`src/rtl/fwsr_pkg.sv`:
```
// constants, types and register map of the flash write-status host controller
package fwsr_pkg;
  localparam int ADDR_W = 18;
  localparam int DATA_W = 16;
  localparam int REG_AW = 4;
  // register offsets of the software port
  localparam logic [3:0] REG_CTRL = 4'h0;
  localparam logic [3:0] REG_ADDR_LO = 4'h1;
  localparam logic [3:0] REG_ADDR_HI = 4'h2;
  localparam logic [3:0] REG_WDATA = 4'h3;
  localparam logic [3:0] REG_RDATA = 4'h4;
  localparam logic [3:0] REG_STATUS = 4'h5;
  localparam logic [3:0] REG_RSTCMD = 4'h6;
  // control fields
  localparam int CTRL_START = 0;
  localparam int CTRL_OP_LSB = 1;
  localparam int CTRL_STOP = 3;
  localparam int CTRL_HV = 4;
  // status fields
  localparam int ST_BUSY = 0;
  localparam int ST_OK = 1;
  localparam int ST_FAIL = 2;
  localparam int ST_REJ = 3;
  localparam int ST_ABAND = 4;
  localparam int ST_LIMIT = 5;
  // status bits and the reset command word on the flash data bus
  localparam int DQ_TOGGLE = 6;
  localparam int DQ_LIMIT = 5;
  localparam int DQ_WINDOW = 3;
  localparam logic [15:0] RSTCMD_RESET = 16'h00F0;
  // timing, figures in ns, counts rounded up at the clock rate
  localparam int CLK_MHZ = 250;
  localparam int T_WP_NS = 50;
  localparam int T_ACC_NS = 70;
  localparam int T_REC_NS = 20;
  localparam logic [4:0] WP_CYC = 5'((T_WP_NS * CLK_MHZ + 999) / 1000);
  localparam logic [4:0] ACC_CYC = 5'((T_ACC_NS * CLK_MHZ + 999) / 1000);
  localparam logic [4:0] REC_CYC = 5'((T_REC_NS * CLK_MHZ + 999) / 1000);
  typedef enum logic [1:0] {
    OP_READ,
    OP_WRITE,
    OP_POLL,
    OP_ERASE_ADD
  } fwsr_op_t;
endpackage : fwsr_pkg

```
`src/rtl/fwsr_cyc_if.sv`:
```
// single flash bus cycle request between sequencer and cycle engine
`timescale 1ns/1ps
interface fwsr_cyc_if;
  logic req;
  logic wr;
  logic [17:0] addr;
  logic [15:0] wdata;
  logic [15:0] rdata;
  logic done;
  modport seq (output req, output wr, output addr, output wdata,
    input rdata, input done);
  modport eng (input req, input wr, input addr, input wdata,
    output rdata, output done);
endinterface : fwsr_cyc_if

```
`src/rtl/fwsr_cycle.sv`:
```
// flash bus cycle engine: one timed read or write on the flash pins
`timescale 1ns/1ps
module fwsr_cycle
  import fwsr_pkg::*;
(
  input logic clk,
  input logic rst,
  fwsr_cyc_if.eng cyc,
  output logic ce_n,
  output logic we_n,
  output logic oe_n,
  output logic [17:0] fl_addr,
  input logic [15:0] dq_in,
  output logic [15:0] dq_out,
  output logic dq_oe_n
);
  typedef enum logic [1:0] {E_IDLE, E_SETUP, E_STROBE, E_REC} fwsr_eng_t;
  fwsr_eng_t st_r;
  logic [4:0] cnt_r;
  logic wr_r;
  logic [15:0] rdata_r;

  assign cyc.done = (st_r == E_REC) && (cnt_r == 5'h01);
  assign cyc.rdata = rdata_r;

  // sequencing: setup, strobe of fixed width, recovery
  always_ff @(posedge clk) begin
    if (rst) begin
      st_r <= E_IDLE;
      cnt_r <= 5'h00;
      wr_r <= 1'b0;
    end else begin
      unique case (st_r)
        E_IDLE: begin
          if (cyc.req) begin
            st_r <= E_SETUP;
            wr_r <= cyc.wr;
          end
        end
        E_SETUP: begin
          st_r <= E_STROBE;
          cnt_r <= wr_r ? WP_CYC : ACC_CYC;
        end
        E_STROBE: begin
          if (cnt_r == 5'h01) begin
            st_r <= E_REC;
            cnt_r <= REC_CYC;
          end else begin
            cnt_r <= cnt_r - 5'h01;
          end
        end
        E_REC: begin
          if (cnt_r == 5'h01) begin
            st_r <= E_IDLE;
          end else begin
            cnt_r <= cnt_r - 5'h01;
          end
        end
      endcase
    end
  end

  // pins: the write strobe only falls with select low and output enable
  // high, and its width is far above the glitch filter of the part
  always_ff @(posedge clk) begin
    if (rst) begin
      ce_n <= 1'b1;
      we_n <= 1'b1;
      oe_n <= 1'b1;
      fl_addr <= '0;
      dq_out <= 16'h0000;
      dq_oe_n <= 1'b1;
    end else begin
      unique case (st_r)
        E_IDLE: begin
          if (cyc.req) begin
            ce_n <= 1'b0;
            fl_addr <= cyc.addr;
            dq_out <= cyc.wdata;
            dq_oe_n <= !cyc.wr;
          end
        end
        E_SETUP: begin
          if (wr_r) begin
            we_n <= 1'b0;
          end else begin
            oe_n <= 1'b0;
          end
        end
        E_STROBE: begin
          if (cnt_r == 5'h01) begin
            // every read ends with select and output enable rising,
            // which is what advances the part's toggle bit
            we_n <= 1'b1;
            oe_n <= 1'b1;
            ce_n <= 1'b1;
          end
        end
        E_REC: dq_oe_n <= 1'b1; // data held one cycle past the strobe
      endcase
    end
  end

  // read data taken just before output enable rises
  always_ff @(posedge clk) begin
    if (rst) begin
      rdata_r <= 16'h0000;
    end else if (st_r == E_STROBE && cnt_r == 5'h01 && !wr_r) begin
      rdata_r <= dq_in;
    end
  end

  write_inhibit_a: assert property (
    @(posedge clk) disable iff (rst) !we_n |-> (oe_n && !ce_n && !dq_oe_n))
    else $error("write strobe low without select or with output enable");
endmodule : fwsr_cycle

```
`src/rtl/fwsr_host.sv`:
```
// flash write-status host: register port, polling sequencer, cycle engine
//
// Our own choices: the register addresses and the address-and-strobe port.
`timescale 1ns/1ps
module fwsr_host
  import fwsr_pkg::*;
(
  input logic clk,
  input logic rst,
  input logic [3:0] reg_addr,
  input logic [15:0] reg_wdata,
  input logic reg_wr,
  input logic reg_rd,
  output logic [15:0] reg_rdata,
  output logic fl_ce_n,
  output logic fl_we_n,
  output logic fl_oe_n,
  output logic [17:0] fl_addr,
  input logic [15:0] fl_dq_in,
  output logic [15:0] fl_dq_out,
  output logic fl_dq_oe_n,
  output logic hv_unprotect_req
);
  typedef enum logic [3:0] {
    S_IDLE, S_CRD, S_CWR, S_RD1, S_RD2, S_DECIDE, S_RSTW,
    S_EA_RD1, S_EA_WR, S_EA_RD2
  } fwsr_state_t;

  fwsr_state_t state_r;
  fwsr_cyc_if cyc ();
  logic [17:0] addr_r;
  logic [15:0] wdata_r;
  logic [15:0] rstcmd_r;
  logic [15:0] rdata_r;
  logic [15:0] samp1_r;
  logic [15:0] samp2_r;
  logic hv_r;
  logic stop_r;
  logic second_r;
  logic ok_r;
  logic fail_r;
  logic rej_r;
  logic aband_r;
  logic limit_r;
  logic start;
  logic ctrl_wr;
  logic tog_diff;
  fwsr_op_t op;

  assign ctrl_wr = reg_wr && (reg_addr == REG_CTRL);
  assign start = ctrl_wr && reg_wdata[CTRL_START] && (state_r == S_IDLE);
  assign op = fwsr_op_t'(reg_wdata[CTRL_OP_LSB +: 2]);
  assign tog_diff = samp1_r[DQ_TOGGLE] != samp2_r[DQ_TOGGLE];
  assign hv_unprotect_req = hv_r;

  // cycle requests follow the sequencer state
  assign cyc.req = (state_r != S_IDLE) && (state_r != S_DECIDE);
  assign cyc.wr = (state_r == S_CWR) || (state_r == S_RSTW) ||
    (state_r == S_EA_WR);
  assign cyc.addr = addr_r;
  assign cyc.wdata = (state_r == S_RSTW) ? rstcmd_r : wdata_r;

  fwsr_cycle u_cycle (
    .clk(clk),
    .rst(rst),
    .cyc(cyc),
    .ce_n(fl_ce_n),
    .we_n(fl_we_n),
    .oe_n(fl_oe_n),
    .fl_addr(fl_addr),
    .dq_in(fl_dq_in),
    .dq_out(fl_dq_out),
    .dq_oe_n(fl_dq_oe_n)
  );

  // software-written settings
  always_ff @(posedge clk) begin
    if (rst) begin
      addr_r <= '0;
      wdata_r <= 16'h0000;
      rstcmd_r <= RSTCMD_RESET;
      hv_r <= 1'b0;
    end else if (reg_wr) begin
      unique case (reg_addr)
        REG_CTRL: hv_r <= reg_wdata[CTRL_HV];
        REG_ADDR_LO: addr_r[15:0] <= reg_wdata;
        REG_ADDR_HI: addr_r[17:16] <= reg_wdata[1:0];
        REG_WDATA: wdata_r <= reg_wdata;
        REG_RSTCMD: rstcmd_r <= reg_wdata;
        default: ;
      endcase
    end
  end

  // stop request: leaves polling at the next toggling pair with the limit flag low
  always_ff @(posedge clk) begin
    if (rst) begin
      stop_r <= 1'b0;
    end else if (ctrl_wr && reg_wdata[CTRL_STOP] && state_r != S_IDLE) begin
      stop_r <= 1'b1;
    end else if (state_r == S_IDLE) begin
      stop_r <= 1'b0;
    end
  end

  // sequencer; every poll starts over at the first read pair
  always_ff @(posedge clk) begin
    if (rst) begin
      state_r <= S_IDLE;
      second_r <= 1'b0;
    end else begin
      unique case (state_r)
        S_IDLE: begin
          if (start) begin
            second_r <= 1'b0;
            unique case (op)
              OP_READ: state_r <= S_CRD;
              OP_WRITE: state_r <= S_CWR;
              OP_POLL: state_r <= S_RD1;
              OP_ERASE_ADD: state_r <= S_EA_RD1;
            endcase
          end
        end
        S_CRD, S_CWR, S_RSTW, S_EA_RD2: begin
          if (cyc.done) state_r <= S_IDLE;
        end
        S_RD1: if (cyc.done) state_r <= S_RD2;
        S_RD2: if (cyc.done) state_r <= S_DECIDE;
        S_DECIDE: begin
          if (!tog_diff) begin
            state_r <= S_IDLE;
          end else if (second_r) begin
            state_r <= S_RSTW;
          end else if (samp2_r[DQ_LIMIT]) begin
            state_r <= S_RD1;
            second_r <= 1'b1;
          end else if (stop_r) begin
            state_r <= S_IDLE;
          end else begin
            state_r <= S_RD1;
          end
        end
        S_EA_RD1: begin
          // window already closed: the extra command would be ignored
          if (cyc.done) begin
            state_r <= cyc.rdata[DQ_WINDOW] ? S_IDLE : S_EA_WR;
          end
        end
        S_EA_WR: if (cyc.done) state_r <= S_EA_RD2;
      endcase
    end
  end

  // read samples for the toggle comparison and the data register
  always_ff @(posedge clk) begin
    if (rst) begin
      samp1_r <= 16'h0000;
      samp2_r <= 16'h0000;
      rdata_r <= 16'h0000;
    end else if (cyc.done && !cyc.wr) begin
      rdata_r <= cyc.rdata;
      if (state_r == S_RD1) samp1_r <= cyc.rdata;
      if (state_r == S_RD2) samp2_r <= cyc.rdata;
    end
  end

  // outcome flags, cleared by the next start; a start is only taken when
  // idle, so a set and a clear never meet in one cycle
  always_ff @(posedge clk) begin
    if (rst) begin
      ok_r <= 1'b0;
      fail_r <= 1'b0;
      rej_r <= 1'b0;
      aband_r <= 1'b0;
      limit_r <= 1'b0;
    end else if (start) begin
      ok_r <= 1'b0;
      fail_r <= 1'b0;
      rej_r <= 1'b0;
      aband_r <= 1'b0;
      limit_r <= 1'b0;
    end else begin
      if (state_r == S_DECIDE) begin
        // bit 5 of a settled array word is data, not the limit flag
        if (tog_diff && samp2_r[DQ_LIMIT]) limit_r <= 1'b1;
        if (!tog_diff) ok_r <= 1'b1;
        else if (second_r) fail_r <= 1'b1;
        else if (!samp2_r[DQ_LIMIT] && stop_r) aband_r <= 1'b1;
      end
      if (cyc.done && (state_r == S_CRD || state_r == S_CWR)) ok_r <= 1'b1;
      if (cyc.done && (state_r == S_EA_RD1 || state_r == S_EA_RD2)) begin
        if (cyc.rdata[DQ_WINDOW]) rej_r <= 1'b1;
        else if (state_r == S_EA_RD2) ok_r <= 1'b1;
      end
    end
  end

  // register read, data in the following cycle; unmapped reads zero
  always_ff @(posedge clk) begin
    if (rst) begin
      reg_rdata <= 16'h0000;
    end else begin
      reg_rdata <= 16'h0000;
      if (reg_rd) begin
        unique case (reg_addr)
          REG_CTRL: reg_rdata[CTRL_HV] <= hv_r;
          REG_ADDR_LO: reg_rdata <= addr_r[15:0];
          REG_ADDR_HI: reg_rdata[1:0] <= addr_r[17:16];
          REG_WDATA: reg_rdata <= wdata_r;
          REG_RDATA: reg_rdata <= rdata_r;
          REG_STATUS: begin
            reg_rdata[ST_BUSY] <= state_r != S_IDLE;
            reg_rdata[ST_OK] <= ok_r;
            reg_rdata[ST_FAIL] <= fail_r;
            reg_rdata[ST_REJ] <= rej_r;
            reg_rdata[ST_ABAND] <= aband_r;
            reg_rdata[ST_LIMIT] <= limit_r;
          end
          REG_RSTCMD: reg_rdata <= rstcmd_r;
          default: ;
        endcase
      end
    end
  end

  poll_equal_a: assert property (
    @(posedge clk) disable iff (rst)
    (state_r == S_DECIDE && !tog_diff) |=> (state_r == S_IDLE && ok_r))
    else $error("equal toggle reads did not end the poll as success");

  limit_recheck_a: assert property (
    @(posedge clk) disable iff (rst)
    (state_r == S_DECIDE && tog_diff && !second_r && samp2_r[DQ_LIMIT])
    |=> (state_r == S_RD1 && second_r) ##1 !fail_r)
    else $error("limit flag high did not start a second toggle check");

  poll_restart_a: assert property (
    @(posedge clk) disable iff (rst)
    (start && op == OP_POLL) |=> (state_r == S_RD1 && !second_r))
    else $error("poll did not restart at its first read");

  reset_after_fail_a: assert property (
    @(posedge clk) disable iff (rst)
    (state_r == S_DECIDE && tog_diff && second_r)
    |=> (state_r == S_RSTW && cyc.wr && cyc.wdata == rstcmd_r) ##1 fail_r)
    else $error("failed poll not followed by the reset command");

  window_reject_a: assert property (
    @(posedge clk) disable iff (rst)
    (cyc.done && state_r == S_EA_RD2 && cyc.rdata[DQ_WINDOW])
    |=> (rej_r && !ok_r && state_r == S_IDLE))
    else $error("window flag high after extra erase not reported");

  early_window_a: assert property (
    @(posedge clk) disable iff (rst)
    (cyc.done && state_r == S_EA_RD1 && cyc.rdata[DQ_WINDOW])
    |=> (state_r == S_IDLE && rej_r))
    else $error("extra erase sent although window was closed");
endmodule : fwsr_host

```
`config.mk`:
```
export PLATFORM = sky130hd
export DESIGN_NAME = fwsr_host
export DESIGN_NICKNAME = d
export VERILOG_FILES = /design/src/rtl/fwsr_pkg.sv /design/src/rtl/fwsr_cyc_if.sv /design/src/rtl/fwsr_cycle.sv /design/src/rtl/fwsr_host.sv
export SDC_FILE = /design/constraint.sdc
export NUM_CORES = 1
export LEC_CHECK = 0
export BUFFER_PORTS_ARGS = -buffer_cell sky130_fd_sc_hd__buf_2
export CORE_MARGIN = 3
export CORE_UTILIZATION = 45
export CTS_CLUSTER_SIZE = 16
export DETAILED_ROUTE_END_ITERATION = 16
export PLACE_DENSITY = 0.75
export SETUP_SLACK_MARGIN = 0.1
export SKIP_CTS_REPAIR_TIMING = 1
export SYNTH_ARGS = -nofsm -noshare
export SYNTH_HDL_FRONTEND = slang
export SYNTH_HIERARCHICAL = 1
export SYNTH_SLANG_ARGS = --single-unit
```
`constraint.sdc`:
```
create_clock -name clk -period 2.1 [get_ports clk]
set_clock_uncertainty 0.05 [all_clocks]
set_input_delay 0.21 -clock clk [delete_from_list [all_inputs] [get_ports clk]]
set_output_delay 0.21 -clock clk [all_outputs]
set_load 0.02 [all_outputs]
```
==> results.yml, run 1 <==
routing:
  drt-total-wl_mm: 17.6
  wl_per_cell_um: 16.0
  drt_iter0_drc: 487
  via_per_inst: 5.50
  vias: 6057
  first_pass_iters: 5
  antenna_left: 0
  drc: 0
critical_path:
  worstPathCellList: "inv_2 -> ha_4 -> nor4b_4 -> and2_4 -> or4_4 -> o211ai_4 -> mux2i_1 -> nor2_1"
  reg2reg_slack_ps: 90
  path_max_fanout: 8
  worst-setup-path-type: "register to register"
  startpoint_type: "register"
  crit_arrival_ps: 2260
  timing.rr.start: "u_cycle/cnt_r[1]$_SDFFE_PP0P_"
  endpoint_kind: "register"
  required_ps: 2350
  crit_start: "u_cycle/cnt_r[1]$_SDFFE_PP0P_"
  critical-path-max-stage-delay_ps: 500
  r2r_end: "state_r[3]$_SDFFE_PP0P_"
  slowest_stage: "or4_4"
  reg2reg_depth: 8
pwr:
  power_density_nw_per_um2: 1110
  vdd_drop_max_uv: 996
  power.leakage_nw: 3.23
logic_synthesis:
  avgSynthCellArea_um2: 8.20
  syn_nets: 857
  ys_seq_elements: 159
  synthCells: 811
  synth-seq-area-share_pct: 47.9
  ys.flop_type: "dfxtp_1"
  yosys_warnings: 6
  ys_types: 58
  async_reset_ff_share_pct: 0
  syn_area_um2: 6650
  synth_edf_count: 0
cts:
  clock_sinks: 159
  htree_levels: 4
  clkTransAtPathRegs_ps: 60
  cts_tree: "yes"
  clock_path_buffers: 2
  cts-root-buf: "clkbuf_16"
  clk_latency_ps: 430
  cts_buffers: 17
grt:
  grt_max_degree: 137
  antenna_found_initial: 0
  first_global_vias: 5445
  track_usage_pct: 21.3
  grt_first_pass_wirelength_mm: 28.1
  grt_overflow: 0
final_layout:
  syn2layout_area_growth_pct: 23.2
  diodes: 0
  ff_latch_area_um2: 3190
  multiInputGateArea_um2: 3240
  fill_cells: 1264
  drive_gt1_share_pct: 21.5
  num-nets-final: 955
  layout.cells.non_filler: 1102
  design_area_um2: 8190
place:
  gp_congestion: 0.883
  dp_hpwl_mm: 11.9
  place_area_um2: 7360
  portBuffers: 94
  dp_cells: 1059
status:
  status: "complete, but fails checks"
  violations: "hold timing"
sta:
  worst_pin_slew_ps: 619
  max_slew_margin_pct: 58.6
  rsz0062_at_grt: "yes"
  finalSetupViolCount: 0
  period_minus_slack_ps: 2010
  fin_crit_sh_pct: 95.7
  fmax_ghz: 0.497
  drv_slew: 0
  holdWs_ps: -19.7
  final_hold_viol_count: 4
floorplan:
  dieHeight_um: 128
  coreArea_um2: 14100
  boundaryPins: 95
  dieArea_um2: 16300
  num_rows: 43
  start_util_pct: 47.0
  die_w_um: 128
min_path:
  holdCritStartpoint: "fl_dq_in[10]"
  hold_path_class: "input pin to register"
  min_to: "u_cycle/cyc.rdata[10]$_SDFFE_PP0P_"
  worstHoldPathCells: 3
job:
  cap_violations: 0
## cell families after synthesis
logic type / Yosys count / share of synthesized area, %
multiplexers: 40 / 6.32
flip-flops: 159 / 47.9
XOR/XNOR: 3 / 0.395
buffers and inverters: 61 / 4.22
adder cells (fa/ha/maj): 6 / 1.13
AO/OA/AOI/OAI: 203 / 17.9
AND/OR/NAND/NOR: 339 / 22.2
## layer usage
metal	part of all wire, %	global-route usage, %	vias to the layer above
met5	0	0	-
met4	1.4	6.44	0
met3	6.2	4.64	27
met2	46	33.0	212
met1	46	29.9	2858
li1	-	-	2960
## critical path, delay by kind of cell, from the launching register on
family / cells / cell delay [ps]
AOI/OAI and AO/OA: 1 / 150
adders and majority gates: 1 / 160
DFF: 1 / 350
and+or+nand+nor: 4 / 880
muxes: 1 / 230
buffers and inverters: 1 / 60
## how the worst max path moves through the flow
stage | end | slack, ps | cells after the start
after floorplan | state_r[0]$_SDFFE_PP0P_ | 130 | 8
after global placement | state_r[0]$_SDFFE_PP0P_ | 80 | 8
after detailed placement | state_r[0]$_SDFFE_PP0P_ | -3 | 8
after CTS | state_r[0]$_SDFFE_PP0P_ | -30 | 8
after global routing | state_r[3]$_SDFFE_PP0P_ | 10 | 8
final | state_r[3]$_SDFFE_PP0P_ | 90 | 8
## where the power goes
part           leakage, nW  internal, W  switching, W
Clock                0.319      0.00219       0.00127
Sequential            1.29      0.00316      0.000187
Combinational         1.63     0.000903       0.00140
## metrics by stage
stage                     hold slack, ps  utilization [%]  setup WS, ps  TNS (ps)  power (W)
final                              -19.7             57.9          89.9         0    0.00912
after global routing               0.546             57.9          12.2         0    0.00950
after CTS                          -48.3             56.7         -31.5     -31.5    0.00889
after detailed placement             396             52.0         -3.18     -3.18    0.00544
after global placement               390             52.0          80.2         0    0.00542
after floorplan                      284                -           131         0    0.00479
## registers in the layout, summed over array words and instances (netlist names), 16 cells and up
register and flops:
u_cycle/dq_out 16, addr_r 18, rstcmd_r 16, rdata_r 16, reg_rdata 16, wdata_r 16, u_cycle/cyc.rdata 16, u_cycle/fl_addr 18
## synthesized netlist by cell type, types with 2 or more instances
cell	n	area (um^2)
nor3_1	8	40.0
a21oi_1	131	656
a31oi_1	7	43.8
and2_1	5	31.3
a22oi_1	30	225
buf_2	9	45.0
xnor2_1	2	17.5
ha_1	6	75.1
buf_4	2	15.0
a211oi_1	4	30.0
nor3_2	2	20.0
a21oi_2	2	17.5
nor3b_1	2	15.0
nand2_1	225	845
buf_6	2	22.5
a2bb2oi_1	2	17.5
nor2_1	51	191
nand2b_1	11	68.8
mux2_2	16	180
o21ai_0	4	20.0
dfxtp_1	159	3180
clkbuf_1	38	143
a221oi_1	2	17.5
inv_1	7	26.3
nand3_1	8	40.0
o22ai_1	4	25.0
nand3b_1	4	30.0
o21bai_1	4	30.0
or4_1	2	15.0
o211ai_1	3	22.5
or2_2	3	18.8
mux2i_1	24	240
o21ai_1	2	10.0
nor2b_1	6	37.5
## layout make-up
| cell class | count | area share (%) |
|---|---|---|
| clock buffers | 21 | 5.62 |
| clock inverters | 11 | 2.46 |
| inverters | 7 | 0.321 |
| multi-input cells | 591 | 39.6 |
| flip-flops and latches | 159 | 38.9 |
| well taps | 180 | 2.75 |
| repair buffers | 133 | 10.3 |
## cells in the final DEF (no fill, tap or decap), types with 8 or more instances in the layout
master	instances
a21oi_1	131
a22oi_1	30
buf_2	93
buf_4	27
clkbuf_16	17
dfxtp_1	155
mux2_2	16
mux2i_1	24
nand2_1	225
nand2b_1	11
nand3_1	8
nor2_1	51
nor3_1	8
Note: power is estimated with default switching activity, not from simulation.
==> run 2, diff against run 1 <==
- CELL_PAD_IN_SITES_DETAIL_PLACEMENT: unset -> 0
- CELL_PAD_IN_SITES_GLOBAL_PLACEMENT: unset -> 1
- CORE_UTILIZATION: 45 -> 38
- PLACE_DENSITY: 0.75 -> 0.82
==> results.yml, run 2 (same netlist as run 1, synthesis figures left out) <==
place:
  preCtsSetupSlack_ps: 27.0
  gp_congestion: 0.852
  portBuffers: 94
  dp_hpwl_mm: 12.5
floorplan:
  dieArea_um2: 19100
  die_w_um: 138
  boundaryPins: 95
  start_util_pct: 39.4
  dieHeight_um: 138
  num_rows: 47
  coreArea_um2: 16900
critical_path:
  crit_cells: 8
  reg2reg_depth: 8
  worstPathCellList: "ha_4 -> nor4b_4 -> and2_4 -> nor2_1 -> o21ai_0 -> o211ai_4 -> a311oi_1 -> a221oi_1"
  startpoint_type: "register"
  endpoint_kind: "register"
  critical-path-max-stage-delay_ps: 390
  path_max_fanout: 6
  slowest_stage: "dfxtp_2"
  cp.buffers_inverters: 0
  worst-setup-path-type: "register to register"
  crit_arrival_ps: 2140
  required_ps: 2320
  critPathTopFamily: "compound AO/OA/AOI/OAI gates"
pwr:
  power_density_nw_per_um2: 1040
  vdd_drop_max_uv: 651
  power.leakage_nw: 3.20
grt:
  busiest_layer: "met2"
  antenna_found_initial: 0
  track_usage_pct: 18.5
  grt_first_pass_wirelength_mm: 29.1
  first_global_vias: 5498
  use_met1_pct: 26.7
  grt_overflow: 0
  grt_use_met2_pct: 28.3
  grt_max_degree: 137
  grt_util_met3_pct: 4.18
cts:
  clkTransAtPathRegs_ps: 60
  cts_buffers: 17
  clock_sinks: 159
  cts_tree: "yes"
  clk_latency_ps: 420
  htree_levels: 4
  cts-root-buf: "clkbuf_16"
  clock_path_buffers: 2
routing:
  wl_per_cell_um: 15.6
  drc: 0
  via_per_inst: 5.12
  first_pass_iters: 5
  vias: 5867
  drt_iter0_drc: 533
  antenna_left: 0
  drt-total-wl_mm: 17.8
final_layout:
  num-nets-final: 961
  final_cell_mix: "nand2_1 (225), dfxtp_1 (156), a21oi_1 (131)"
  drive_gt1_share_pct: 20.8
  reg.largest.list: "addr_r x18, u_cycle/fl_addr x18"
  syn2layout_area_growth_pct: 23.1
  final_util_pct: 48.5
  diodes: 0
  ff_latch_area_um2: 3190
  fill_cells: 1672
  multiInputGateArea_um2: 3230
  final_common_cell: "nand2_1"
sta:
  finalSetupViolCount: 0
  setup_ws_ps: 182
  setup_tns_ps: 0
  period_minus_slack_ps: 1920
  holdWs_ps: -13.3
  max_slew_margin_pct: 58.1
  drv_slew: 0
  worst_pin_slew_ps: 628
  final_hold_viol_count: 1
  rsz0062_at_grt: "yes"
  fin_crit_sh_pct: 91.4
  fmax_ghz: 0.521
min_path:
  worstHoldPathCells: 3
  hold_path_class: "input pin to register"
job:
  cap_violations: 0
status:
  violations: "hold timing"
  status: "complete, but fails checks"
-- run 2: changes by cell type in the layout (fill, tap and decap cells not counted), sizes merged --
cell and delta:
dlygate4sd3 +6, bufinv -3, clkinvlp +3, inv -3, clkinv +2, clkbuf -1
-- run 2: routing by layer --
layer	vias up	part of all wire, %
met2	149	44
met5	-	0
li1	2975	-
met3	16	4.9
met1	2727	50
met4	0	0.81
-- run 2: metrics by stage --
stage               hold slack [ps]  cell area [um^2]  std cells  power [W]
CTS                           -42.4              8010       1133    0.00848
finish                        -13.3              8180       1146    0.00853
global placement                391              7440       1103    0.00546
floorplan                       284              6660        811    0.00479
detailed placement              395              7440       1103    0.00548
global route                   2.08              8180       1146    0.00897
-- run 2: worst paths after layout --
check	start	slack, ps	to
max	u_cycle/cnt_r[0]$_SDFFE_PP0P_	180	state_r[0]$_SDFFE_PP0P_
min	fl_dq_in[10]	-10	u_cycle/cyc.rdata[10]$_SDFFE_PP0P_
max reg2reg	u_cycle/cnt_r[0]$_SDFFE_PP0P_	180	state_r[0]$_SDFFE_PP0P_
min reg2reg	u_cycle/fl_addr[12]$_SDFFE_PP0P_	400	u_cycle/fl_addr[12]$_SDFFE_PP0P_
-- run 2: report_power, final --
| part | total (W) | switching (W) | leakage [nW] | internal (W) |
|---|---|---|---|---|
| logic | 0.00220 | 0.00137 | 1.64 | 0.000825 |
| registers | 0.00334 | 0.000177 | 1.29 | 0.00316 |
| clock network | 0.00299 | 0.00120 | 0.270 | 0.00179 |
| total | 0.00853 | 0.00275 | 3.20 | 0.00578 |
-- run 2: worst reg2reg max path: cells and delay by family, from the launching register on --
family	cells	cell delay, ps
flops	1	390
fa+ha+maj	1	160
compound gates	4	710
simple gates	3	470
-- run 2: layout make-up --
type | count | area share (%)
clock inverter | 10 | 1.39
clock buffer | 20 | 5.58
tap | 220 | 3.36
sequential | 159 | 38.9
multi-input combinational | 591 | 39.4
inverter | 7 | 0.321
timing repair buffer | 139 | 11.0
==> run 3, diff against run 2 <==
- ABC_AREA: unset -> 1
- CORE_UTILIZATION: 38 -> 37
==> results.yml, run 3 <==
routing:
  vias: 5993
  drc: 0
  drt_iter0_drc: 386
  via_per_inst: 4.84
  wl_per_cell_um: 14.2
  drt-total-wl_mm: 17.6
  first_pass_iters: 5
  antenna_left: 0
floorplan:
  dieArea_um2: 19900
  coreArea_um2: 17600
  die_w_um: 141
  num_rows: 48
  start_util_pct: 38.4
  boundaryPins: 95
  dieHeight_um: 141
final_layout:
  syn2layout_area_growth_pct: 19.9
  fill_cells: 1820
  reg.largest.list: "addr_r x18, u_cycle/fl_addr x18"
  layout.cells.non_filler: 1239
  drive_gt1_share_pct: 17.9
  final_cell_mix: "dfxtp_1 (159), nor2_1 (129), nand2_1 (120)"
  num-nets-final: 1051
  diodes: 0
  final_common_cell: "dfxtp_1"
critical_path:
  worst-setup-path-type: "register to register"
  slowest_stage: "dfxtp_1"
  endpoint_kind: "register"
  path_max_fanout: 33
  critPathTopFamily: "buffers and inverters"
  critPathMostFrequentCell: "inv_1"
  cp.buffers_inverters: 4
  required_ps: 2350
  crit_arrival_ps: 2030
  critical-path-max-stage-delay_ps: 310
  startpoint_type: "register"
  worstPathCellList: "inv_1 -> ha_1 -> inv_1 -> nor2_4 -> nand3_2 -> inv_1 -> nand3_2 -> buf_4 -> o21ai_0 -> a21oi_1"
cts:
  cts_buffers: 17
  clock_sinks: 159
  clk_latency_ps: 430
  cts_tree: "yes"
  htree_levels: 4
  clock_path_buffers: 2
  cts-root-buf: "clkbuf_16"
  clkTransAtPathRegs_ps: 60
status:
  status: "complete, but fails checks"
  violations: "hold timing"
pwr:
  design_power_total_w: 0.00959
  vdd_drop_max_uv: 601
  p_clk_share_pct: 29.8
  power_density_nw_per_um2: 1180
  swShare_pct: 36.4
  seq_power_share_pct: 37.9
  switchingPower_w: 0.00349
  power.leakage_nw: 3.44
  combPwrFrac_pct: 32.2
  intPower_w: 0.00611
logic_synthesis:
  synth_compound_area_share_pct: 20.7
  synth_most_common_cell: "dfxtp_1"
  synth_edf_count: 0
  synth-simple-area-share_pct: 20.9
  ys_seq_elements: 159
  syn_area_um2: 6750
  synthMuxAreaShare_pct: 0
  synth-seq-area-share_pct: 47.1
  synth_fa_ha_area_share_pct: 1.11
  async_reset_ff_share_pct: 0
  synthCells: 907
  ys_types: 39
  yosys_warnings: 6
  avgSynthCellArea_um2: 7.45
  ys.flop_type: "dfxtp_1"
  synth_xor_area_share_pct: 0.389
  syn_nets: 953
  synth_top_area_share_pct: 47.1
  synth_top_area_cell: "dfxtp_1"
  synth_common_cells: "dfxtp_1 (159), nor2_1 (129), nand2_1 (120), a21oi_1 (108), o21ai_0 (107)"
  synth_top_family_by_area: "simple AND/OR/NAND/NOR gates"
  synth_area_leaders: "dfxtp_1 (47%), a21oi_1 (8.0%), o21ai_0 (7.9%)"
sta:
  holdWs_ps: -32.7
  fin_crit_sh_pct: 84.6
  max_slew_margin_pct: 72.5
  finalSetupViolCount: 0
  drv_slew: 0
  rsz0062_at_grt: "no"
  period_minus_slack_ps: 1780
  final_hold_viol_count: 4
  fmax_ghz: 0.563
  setup_tns_ps: 0
  worst_pin_slew_ps: 413
grt:
  antenna_found_initial: 0
  grt_max_degree: 60
  first_global_vias: 5555
  grt_first_pass_wirelength_mm: 28.5
  grt_overflow: 0
  track_usage_pct: 17.9
place:
  gp_congestion: 0.850
  dp_hpwl_mm: 12.5
  dp_cells: 1197
  portBuffers: 94
job:
  cap_violations: 0
min_path:
  hold_path_class: "input pin to register"
==> run 3: cells by family after synthesis <==
logic type | Yosys count
AO/OA/AOI/OAI | 272
AND/OR/NAND/NOR | 318
buffers and inverters | 149
flip-flops | 159
adder cells (fa/ha/maj) | 6
XOR/XNOR | 3
==> run 3: metrics by stage <==
step / area [um^2] / util (%) / setup slack [ps]
after CTS: 7950 / 45.2 / 217
after floorplan: 6750 / - / 486
after global placement: 7410 / 42.1 / 303
after detailed placement: 7410 / 42.1 / 230
final: 8100 / 46.0 / 323
after global routing: 8100 / 46.0 / 120
==> run 3: layout make-up <==
cell class / count / area [um^2] / area share [%]
Sequential cell: 159 / 3180 / 39.3
Multi-Input combinational cell: 599 / 2930 / 36.1
Timing Repair Buffer: 122 / 769 / 9.50
Clock buffer: 21 / 470 / 5.81
Inverter: 106 / 405 / 5.00
Tap cell: 225 / 282 / 3.48
Clock inverter: 7 / 65.1 / 0.803
==> run 3: per-layer routing <==
metal  vias up  global-route usage, %  wire length [um]
met3        21                   3.73               684
li1       3149                      -                 -
met5         -                      0                 0
met4         0                   5.92               321
met1      2710                   23.6              8410
met2       113                   29.3              8220
==> run 3: worst paths after layout <==
path                            startpoint                                end  slack [ps]  depth (start not counted)
max          u_cycle/cnt_r[1]$_SDFFE_PP0P_            rdata_r[6]$_SDFFE_PP0P_         320                         10
min                            fl_dq_in[1]  u_cycle/cyc.rdata[1]$_SDFFE_PP0P_         -30                          3
max reg2reg  u_cycle/cnt_r[1]$_SDFFE_PP0P_            rdata_r[6]$_SDFFE_PP0P_         320                         10
min reg2reg        addr_r[10]$_SDFFE_PP0P_            addr_r[10]$_SDFFE_PP0P_         400                          2
==> run 3: worst min-delay path, cell delays in order <==
cell and delay (ps):
buf_2 80, nor2_2 30, nor2_1 80
==> run 3: power groups by stage <==
| stage | Sequential [W] | Combinational, W | Clock (W) |
|---|---|---|---|
| final | 0.00364 | 0.00309 | 0.00286 |
| after CTS | 0.00364 | 0.00308 | 0.00292 |
| after detailed placement | 0.00370 | 0.00307 | 0 |
| after global routing | 0.00369 | 0.00352 | 0.00305 |
| after global placement | 0.00370 | 0.00304 | 0 |
| after floorplan | 0.00392 | 0.00199 | 0 |
